==> config.mk <==
export PLATFORM = sky130hd
export DESIGN_NAME = epic_ctrl
export DESIGN_NICKNAME = d
export VERILOG_FILES = /design/src/shared/epic_pkg.sv /design/src/epic_ctrl.sv /design/src/epic_pin_watch.sv
export SDC_FILE = /design/constraint.sdc
export NUM_CORES = 1
export LEC_CHECK = 0
export BUFFER_PORTS_ARGS = -buffer_cell sky130_fd_sc_hd__buf_2
export CAP_MARGIN = 20
export CORE_ASPECT_RATIO = 0.9
export CORE_MARGIN = 2
export CORE_UTILIZATION = 50
export DETAILED_ROUTE_END_ITERATION = 6
export PLACE_DENSITY = 0.85
export SLEW_MARGIN = 20
export SYNTH_ARGS = -nofsm -noshare
export SYNTH_HDL_FRONTEND = slang
export SYNTH_HIERARCHICAL = 1
export SYNTH_SLANG_ARGS = --single-unit
==> constraint.sdc <==
create_clock -name clk -period 0.95 [get_ports clk]
set_input_delay 0.0475 -clock clk [delete_from_list [all_inputs] [get_ports clk]]
set_output_delay 0.0475 -clock clk [all_outputs]
set_load 0.01 [all_outputs]
==> src/shared/epic_pkg.sv <==
// Constants shared by the external pin interrupt controller files.
package epic_pkg;

   // ***********************************************************
   // Widths.
   // ***********************************************************
   localparam int          DATA_W        = 8;
   localparam int          ADDR_W        = 3;
   localparam int          DED_W         = 2;

   // ***********************************************************
   // Register offsets.
   // ***********************************************************
   localparam logic [2:0]  OFF_GIMASK    = 3'h0;
   localparam logic [2:0]  OFF_FLAGS     = 3'h1;
   localparam logic [2:0]  OFF_PCMASK    = 3'h2;
   localparam logic [2:0]  OFF_MCUCTL    = 3'h3;

   // ***********************************************************
   // Field positions in the mask, flag and control registers.
   // ***********************************************************
   localparam int          BIT_B         = 7;
   localparam int          BIT_A         = 6;
   localparam int          BIT_PC        = 5;
   localparam int          SNS_A_LO      = 0;
   localparam int          SNS_B_LO      = 2;
   localparam int          SNS_W         = 4;

   // ***********************************************************
   // Reset values.
   // ***********************************************************
   localparam logic [7:0]  RST_REG       = 8'h00;
   localparam logic [3:0]  RST_SNS       = 4'h0;
   localparam logic        RST_BIT       = 1'b0;
   localparam logic        PIN_IDLE      = 1'b1;

   // ***********************************************************
   // Sense control codes.
   // ***********************************************************
   localparam logic [1:0]  SENSE_LOW     = 2'h0;
   localparam logic [1:0]  SENSE_ANY     = 2'h1;
   localparam logic [1:0]  SENSE_FALL    = 2'h2;
   localparam logic [1:0]  SENSE_RISE    = 2'h3;

endpackage : epic_pkg

==> src/epic_ctrl.sv <==
// External pin interrupt controller: registers, flags, vector requests.
// Notes on behaviour
// - Vector B is enabled only by mask bit 7 together with global enable.
// - Vector A is enabled only by mask bit 6 together with global enable.
// - Each dedicated pin has a two-bit sense field in the control register.
// - Sense 00 is low level, 01 any change, 10 falling, 11 rising edge.
// - In level mode an enabled pin requests for as long as it stays low.
// - Pin activity is seen even when the pin is driven as an output.
// - Pin change requests need mask bit 5 and global enable.
// - Each of the three sources has its own vector request line.
// - Flag bit 7 is set when the second dedicated pin raises a request.
// - Flag bit 6 is set when the first dedicated pin raises a request.
// - Flag bit 5 is set when an enabled pin change input toggles.
// - A vector is requested when its flag, its enable and global enable hold.
// - The CPU entering a routine clears that source's flag.
// - Writing one clears a flag and writing zero leaves it alone.
// - A dedicated pin in level mode keeps its flag cleared.
// - Each pin change mask bit enables change detection on its own input.
//
// Design decisions made here: the register offsets and the plain strobed port.
`timescale 1ns/10ps
module epic_ctrl
   import epic_pkg::*;
#(
   parameter int PC_W = 8
)
(
   input  wire logic              clk,
   input  wire logic              reset_n,
   input  wire logic              ce,
   input  wire logic              ext_irq_a,
   input  wire logic              ext_irq_b,
   input  wire logic [PC_W-1:0]   pin_change_inputs,
   input  wire logic              global_int_en,
   input  wire logic              ack_vec_a,
   input  wire logic              ack_vec_b,
   input  wire logic              ack_vec_pc,
   input  wire logic [ADDR_W-1:0] reg_addr,
   input  wire logic [DATA_W-1:0] reg_wdata,
   input  wire logic              reg_wr,
   input  wire logic              reg_rd,
   output logic      [DATA_W-1:0] reg_rdata_q,
   output logic                   irq_vec_a_q,
   output logic                   irq_vec_b_q,
   output logic                   irq_vec_pc_q
);

   // ***********************************************************
   // Declarations.
   // ***********************************************************
   logic [DATA_W-1:0] gimask_q;
   logic [PC_W-1:0]   pcmask_q;
   logic [SNS_W-1:0]  sense_q;
   logic              flag_a_q;
   logic              flag_a_d;
   logic              flag_b_q;
   logic              flag_b_d;
   logic              flag_pc_q;
   logic              flag_pc_d;
   logic [DED_W-1:0]  ded_now;
   logic [DED_W-1:0]  ded_rise;
   logic [DED_W-1:0]  ded_fall;
   logic [PC_W-1:0]   pc_now;
   logic [PC_W-1:0]   pc_rise;
   logic [PC_W-1:0]   pc_fall;
   logic [1:0]        sense_a;
   logic [1:0]        sense_b;
   logic              evt_a;
   logic              evt_b;
   logic              evt_pc;
   logic              wr_flags;
   logic              en_a;
   logic              en_b;
   logic              en_pc;
   logic              req_a;
   logic              req_b;
   logic              req_pc;

   // ***********************************************************
   // Pin sampling.
   // ***********************************************************
   // The pins are watched straight from the pad side, so a pin
   // that the port drives still reaches the detectors.
   epic_pin_watch #(.W(DED_W)) u_ded_watch (
      .clk     (clk),
      .reset_n (reset_n),
      .ce      (ce),
      .pins    ({ext_irq_b, ext_irq_a}),
      .now_q   (ded_now),
      .rise    (ded_rise),
      .fall    (ded_fall)
   );

   epic_pin_watch #(.W(PC_W)) u_pc_watch (
      .clk     (clk),
      .reset_n (reset_n),
      .ce      (ce),
      .pins    (pin_change_inputs),
      .now_q   (pc_now),
      .rise    (pc_rise),
      .fall    (pc_fall)
   );

   // ***********************************************************
   // Sense decoding.
   // ***********************************************************
   // Returns the edge event selected by a sense field; level mode
   // gives no event because it never latches a flag.
   function automatic logic sense_evt(
      input logic [1:0] mode,
      input logic       r,
      input logic       f
   );
      logic hit;
      hit = 1'b0;
      case (mode)
         SENSE_ANY:  hit = r | f;
         SENSE_FALL: hit = f;
         SENSE_RISE: hit = r;
         default:    hit = 1'b0;
      endcase
      return hit;
   endfunction : sense_evt

   // Sense fields sit in the control register, one per pin.
   assign sense_a = sense_q[SNS_A_LO +: 2];
   assign sense_b = sense_q[SNS_B_LO +: 2];
   assign evt_a   = sense_evt(sense_a, ded_rise[0], ded_fall[0]);
   assign evt_b   = sense_evt(sense_b, ded_rise[1], ded_fall[1]);

   // A masked-off input cannot contribute a change.
   assign evt_pc  = |((pc_rise | pc_fall) & pcmask_q);

   // ***********************************************************
   // Register writes.
   // ***********************************************************
   assign wr_flags = reg_wr && (reg_addr == OFF_FLAGS);

   // Mask and control registers; the flag register is not stored
   // here since its bits only clear on write.
   always_ff @(posedge clk)
   begin
      if (!reset_n)
      begin
         gimask_q <= RST_REG;
         pcmask_q <= PC_W'(RST_REG);
         sense_q  <= RST_SNS;
      end
      else if (ce && reg_wr)
      begin
         if (reg_addr == OFF_GIMASK)
         begin
            gimask_q <= reg_wdata;
         end
         else if (reg_addr == OFF_PCMASK)
         begin
            pcmask_q <= reg_wdata[PC_W-1:0];
         end
         else if (reg_addr == OFF_MCUCTL)
         begin
            sense_q <= reg_wdata[SNS_W-1:0];
         end
      end
   end

   // ***********************************************************
   // Pending flags.
   // ***********************************************************
   // A new event beats a clear in the same cycle so that no
   // request is lost; level mode forces the flag low outright.
   always_comb
   begin
      flag_a_d = flag_a_q;
      if (sense_a == SENSE_LOW)
         flag_a_d = 1'b0;
      else if (evt_a)
         flag_a_d = 1'b1;
      else if (ack_vec_a || (wr_flags && reg_wdata[BIT_A]))
         flag_a_d = 1'b0;
   end

   always_comb
   begin
      flag_b_d = flag_b_q;
      if (sense_b == SENSE_LOW)
         flag_b_d = 1'b0;
      else if (evt_b)
         flag_b_d = 1'b1;
      else if (ack_vec_b || (wr_flags && reg_wdata[BIT_B]))
         flag_b_d = 1'b0;
   end

   always_comb
   begin
      flag_pc_d = flag_pc_q;
      if (evt_pc)
         flag_pc_d = 1'b1;
      else if (ack_vec_pc || (wr_flags && reg_wdata[BIT_PC]))
         flag_pc_d = 1'b0;
   end

   always_ff @(posedge clk)
   begin
      if (!reset_n)
      begin
         flag_a_q  <= RST_BIT;
         flag_b_q  <= RST_BIT;
         flag_pc_q <= RST_BIT;
      end
      else if (ce)
      begin
         flag_a_q  <= flag_a_d;
         flag_b_q  <= flag_b_d;
         flag_pc_q <= flag_pc_d;
      end
   end

   // ***********************************************************
   // Vector requests.
   // ***********************************************************
   assign en_a   = gimask_q[BIT_A] && global_int_en;
   assign en_b   = gimask_q[BIT_B] && global_int_en;
   assign en_pc  = gimask_q[BIT_PC] && global_int_en;

   // Level mode follows the sampled pin, so the request drops as
   // soon as the pin returns high, whatever the CPU has done.
   assign req_a  = en_a && ((sense_a == SENSE_LOW) ? !ded_now[0]
                                                   : flag_a_q);
   assign req_b  = en_b && ((sense_b == SENSE_LOW) ? !ded_now[1]
                                                   : flag_b_q);
   assign req_pc = en_pc && flag_pc_q;

   // One line per vector, registered for a clean output.
   always_ff @(posedge clk)
   begin
      if (!reset_n)
      begin
         irq_vec_a_q  <= RST_BIT;
         irq_vec_b_q  <= RST_BIT;
         irq_vec_pc_q <= RST_BIT;
      end
      else if (ce)
      begin
         irq_vec_a_q  <= req_a;
         irq_vec_b_q  <= req_b;
         irq_vec_pc_q <= req_pc;
      end
   end

   // ***********************************************************
   // Register reads.
   // ***********************************************************
   // Unmapped offsets and unused flag and control bits read as zero; unused mask bits read back as written.
   always_ff @(posedge clk)
   begin
      if (!reset_n)
         reg_rdata_q <= RST_REG;
      else if (ce)
      begin
         reg_rdata_q <= RST_REG;
         if (reg_rd)
         begin
            if (reg_addr == OFF_GIMASK)
               reg_rdata_q <= gimask_q;
            else if (reg_addr == OFF_FLAGS)
            begin
               reg_rdata_q         <= RST_REG;
               reg_rdata_q[BIT_B]  <= flag_b_q;
               reg_rdata_q[BIT_A]  <= flag_a_q;
               reg_rdata_q[BIT_PC] <= flag_pc_q;
            end
            else if (reg_addr == OFF_PCMASK)
               reg_rdata_q <= DATA_W'(pcmask_q);
            else if (reg_addr == OFF_MCUCTL)
               reg_rdata_q <= DATA_W'(sense_q);
         end
      end
   end
endmodule : epic_ctrl

==> src/epic_pin_watch.sv <==
// Pin sampler with previous-sample edge and change detection.
`timescale 1ns/10ps
module epic_pin_watch
   import epic_pkg::*;
#(
   parameter int W = 8
)
(
   input  wire logic          clk,
   input  wire logic          reset_n,
   input  wire logic          ce,
   input  wire logic [W-1:0]  pins,
   output logic      [W-1:0]  now_q,
   output logic      [W-1:0]  rise,
   output logic      [W-1:0]  fall
);

   // ***********************************************************
   // Sample registers.
   // ***********************************************************
   logic [W-1:0] prev_q;

   // Reset to idle high so a quiet pin shows no low level.
   always_ff @(posedge clk)
   begin
      if (!reset_n)
      begin
         now_q  <= {W{PIN_IDLE}};
         prev_q <= {W{PIN_IDLE}};
      end
      else if (ce)
      begin
         now_q  <= pins;
         prev_q <= now_q;
      end
   end

   // Edges compare the current sample against the one before.
   assign rise = now_q & ~prev_q;
   assign fall = ~now_q & prev_q;

endmodule : epic_pin_watch

==> results.sh <==
export IMPL_powerDensity_nw_per_um2=1320
export IMPL_post_route_period_util=1.18
export IMPL_synth_edf_count=0
export IMPL_rsz0062_at_grt="true"
export IMPL_synth_area_um2=2510
export IMPL_ys_ff_latch=54
export IMPL_min_path_type="input port to flip-flop"
export IMPL_grt_pass1_wl_um=10200
export IMPL_met2_usage=0.386
export IMPL_cp_arrival_ns=1.33
export IMPL_antenna_left=0
export IMPL_cts_htree_levels=2
export IMPL_yosysUniqueCellTypes=32
export IMPL_worst_path_buf_inv=0
export IMPL_drive_gt1_frac=0.361
export IMPL_areaGrowthSynthToFinish_pct=32.9
export IMPL_start_util=0.520
export IMPL_clkTransAtPathRegs_ns=0.10
export IMPL_leakagePower_nw=1.37
export IMPL_final_nets=370
export IMPL_avgSynthCellArea_um2=9.60
export IMPL_worstPathMaxFanout=4
export IMPL_cp_top_family="flip-flops"
export IMPL_routed_via_density=5.39
export IMPL_cts_sinks=54
export IMPL_wl_per_cell_um=15.8
export IMPL_start_kind="flip-flop"
export IMPL_endpoint_kind="flip-flop"
export IMPL_die_y_um=71.3
export IMPL_yosysSeqAreaShare=0.430
export IMPL_fillCellCount=358
export IMPL_pre_cts_slack_ns=-0.230
export IMPL_area_sequential_um2=1110
export IMPL_syn_nets=292
export IMPL_ys_async_sr_fraction=0
export IMPL_cts_buffers=5
export IMPL_drc=0
export IMPL_core_um2=4830
export IMPL_ctsRootBufferMaster="clkbuf_8"
export IMPL_setup_ws_ns=-0.167
export IMPL_ir_worst_vdd_mv=0.991
export IMPL_cpPeakStageDelay_ns=0.38
export IMPL_finalWirelength_um=6430
export IMPL_rows=24
export IMPL_tritoncts="done"
export IMPL_cp_slowest_cell="dfxtp_4"
export IMPL_worstSetupPathType="flip-flop to flip-flop"
export IMPL_io_buffers=40
export IMPL_fin_crit_ns=1.12
export IMPL_first_iter_violations=152
export IMPL_grt_total_usage=0.237
export IMPL_maxCapViolations=0
export IMPL_power_total_mw=4.41
export IMPL_grt_pass1_vias=2183
export IMPL_synth_ff_type="dfxtp_1"
export IMPL_grt_max_degree=27
export IMPL_busiest_layer="met2"
export IMPL_die_x_um=78.8
export IMPL_multi_input_area_um2=1390
export IMPL_fmax_mhz=895
export IMPL_max_slew_worst_pin_slew_ns=0.345
export IMPL_netlist_instances=262
export IMPL_maxSlewViolCount=0
export IMPL_gr_usage_met3=0.0642
export IMPL_gr_usage_met1=0.310
export IMPL_antenna_found_initial=0
export IMPL_vias=2190
export IMPL_insertion_delay_ns=0.30
export IMPL_yosys_warnings=6
export IMPL_slew_headroom=0.769
export IMPL_gp_congestion=0.858
export IMPL_setup_viol_count_final=12
export IMPL_skew_ns=0.00518
export IMPL_violations="negative setup slack"
export IMPL_place_hpwl_um=4370
export IMPL_cp_required_ns=1.16
export IMPL_hold_viol_final=0
export IMPL_dieArea_um2=5610
export IMPL_firstDrtPassIters=4
export IMPL_diodes=0
export IMPL_io_pins=41
export IMPL_status="complete, but fails checks"
export IMPL_grt_overflow=0
export IMPL_worstPathCellList="mux2_4 > a22oi_2 > o2bb2ai_1 > and2_1"
export IMPL_cts_buffer_depth=2
==> synthesized netlist by cell type (5+ instances only) <==
cell / n / area share
a21boi_0: 12 / 0.036
a21oi_1: 6 / 0.012
and2_1: 7 / 0.017
dfxtp_1: 54 / 0.43
mux2i_1: 36 / 0.14
nand2_1: 34 / 0.051
nand3_1: 10 / 0.020
nand4_1: 5 / 0.012
nor2b_1: 34 / 0.085
o21ai_0: 16 / 0.032
o2bb2ai_1: 7 / 0.024
==> routing by layer <==
metal | routed length, um | vias to the layer above
li1 | - | 1070
met1 | 2820 | 1036
met2 | 3200 | 76
met3 | 341 | 8
met4 | 73 | 0
met5 | 0 | -
==> registers in the layout, summed over array words and instances (netlist names), 2 cells and up <==
name / flops
gimask_q: 8
pcmask_q: 8
reg_rdata_q: 8
sense_q: 4
u_ded_watch/now_q: 2
u_ded_watch/prev_q: 2
u_pc_watch/now_q: 8
u_pc_watch/prev_q: 8
==> stage by stage <==
stage	TNS (ns)	hold slack (ns)	utilization	std cells	area (um2)
floorplan	-0.929	0.109	-	262	2540
global placement	-4.33	0.264	0.616	384	2980
detailed placement	-5.34	0.268	0.616	384	2980
CTS	-1.01	0.0112	0.678	405	3280
global route	-1.66	0.0204	0.691	406	3340
finish	-1.10	0.0178	0.691	406	3340
==> final cells by class <==
| cell class | count | area share |
|---|---|---|
| Multi-Input combinational cell | 191 | 0.415 |
| Sequential cell | 54 | 0.332 |
| Timing Repair Buffer | 87 | 0.195 |
| Tap cell | 65 | 0.0243 |
| Clock buffer | 5 | 0.0206 |
| Clock inverter | 3 | 0.0120 |
| Inverter | 1 | 0.00112 |
==> tightest hold or removal path, cell delays in order <==
cell and delay [ns]:
buf_2 0.09, mux2i_1 0.06, nor2b_1 0.09
==> power breakdown <==
part	total (mW)	internal [mW]	switching [mW]
Combinational	0.537	0.291	0.245
Clock	1.52	0.777	0.745
Sequential	2.35	2.31	0.0465
Total	4.41	3.38	1.04
==> timing repair <==
| item | in CTS | in global routing |
|---|---|---|
| setup endpoints to repair | 12 | 21 |
| gates resized for setup | 31 | 17 |
| pin swaps | 10 | 15 |
| buffers inserted | 3 | 1 |
| hold buffers | 10 | 0 |
| hold endpoints to repair | 10 | 0 |
==> cells by family after synthesis <==
family                 synth area share
AND/OR/NAND/NOR                   0.212
buffers and inverters            0.0572
multiplexers                      0.161
flip-flops                        0.430
AO/OA/AOI/OAI                     0.139
==> final timing paths <==
path / start / end / slack (ns) / cells after the start
max: sense_q[3]$_SDFFE_PN0P_ / reg_rdata_q[3]$_SDFFE_PN0P_ / -0.17 / 4
max reg2reg: sense_q[3]$_SDFFE_PN0P_ / reg_rdata_q[3]$_SDFFE_PN0P_ / -0.17 / 4
min: reg_wdata[4] / pcmask_q[4]$_SDFFE_PN0P_ / 0.02 / 3
min reg2reg: irq_vec_b_q$_SDFFE_PN0P_ / irq_vec_b_q$_SDFFE_PN0P_ / 0.47 / 2
==> cells in the final DEF (no fill, tap or decap), drive strengths merged, types with 2 or more instances in the layout <==
| cell type | instances |
|---|---|
| a21boi | 12 |
| mux2 | 4 |
| o2bb2ai | 7 |
| buf | 77 |
| a22o | 2 |
| clkinv | 2 |
| dfxtp | 54 |
| nand2 | 34 |
| nand3 | 10 |
| and2 | 8 |
| clkbuf | 5 |
| nand4 | 5 |
| a22oi | 4 |
| a21oi | 6 |
| dlygate4sd3 | 10 |
| a2bb2oi | 3 |
| o31ai | 2 |
| o21ai | 16 |
| mux2i | 36 |
| nand2b | 2 |
| nor2b | 34 |
No activity file was read; power rests on OpenSTA's default activity.
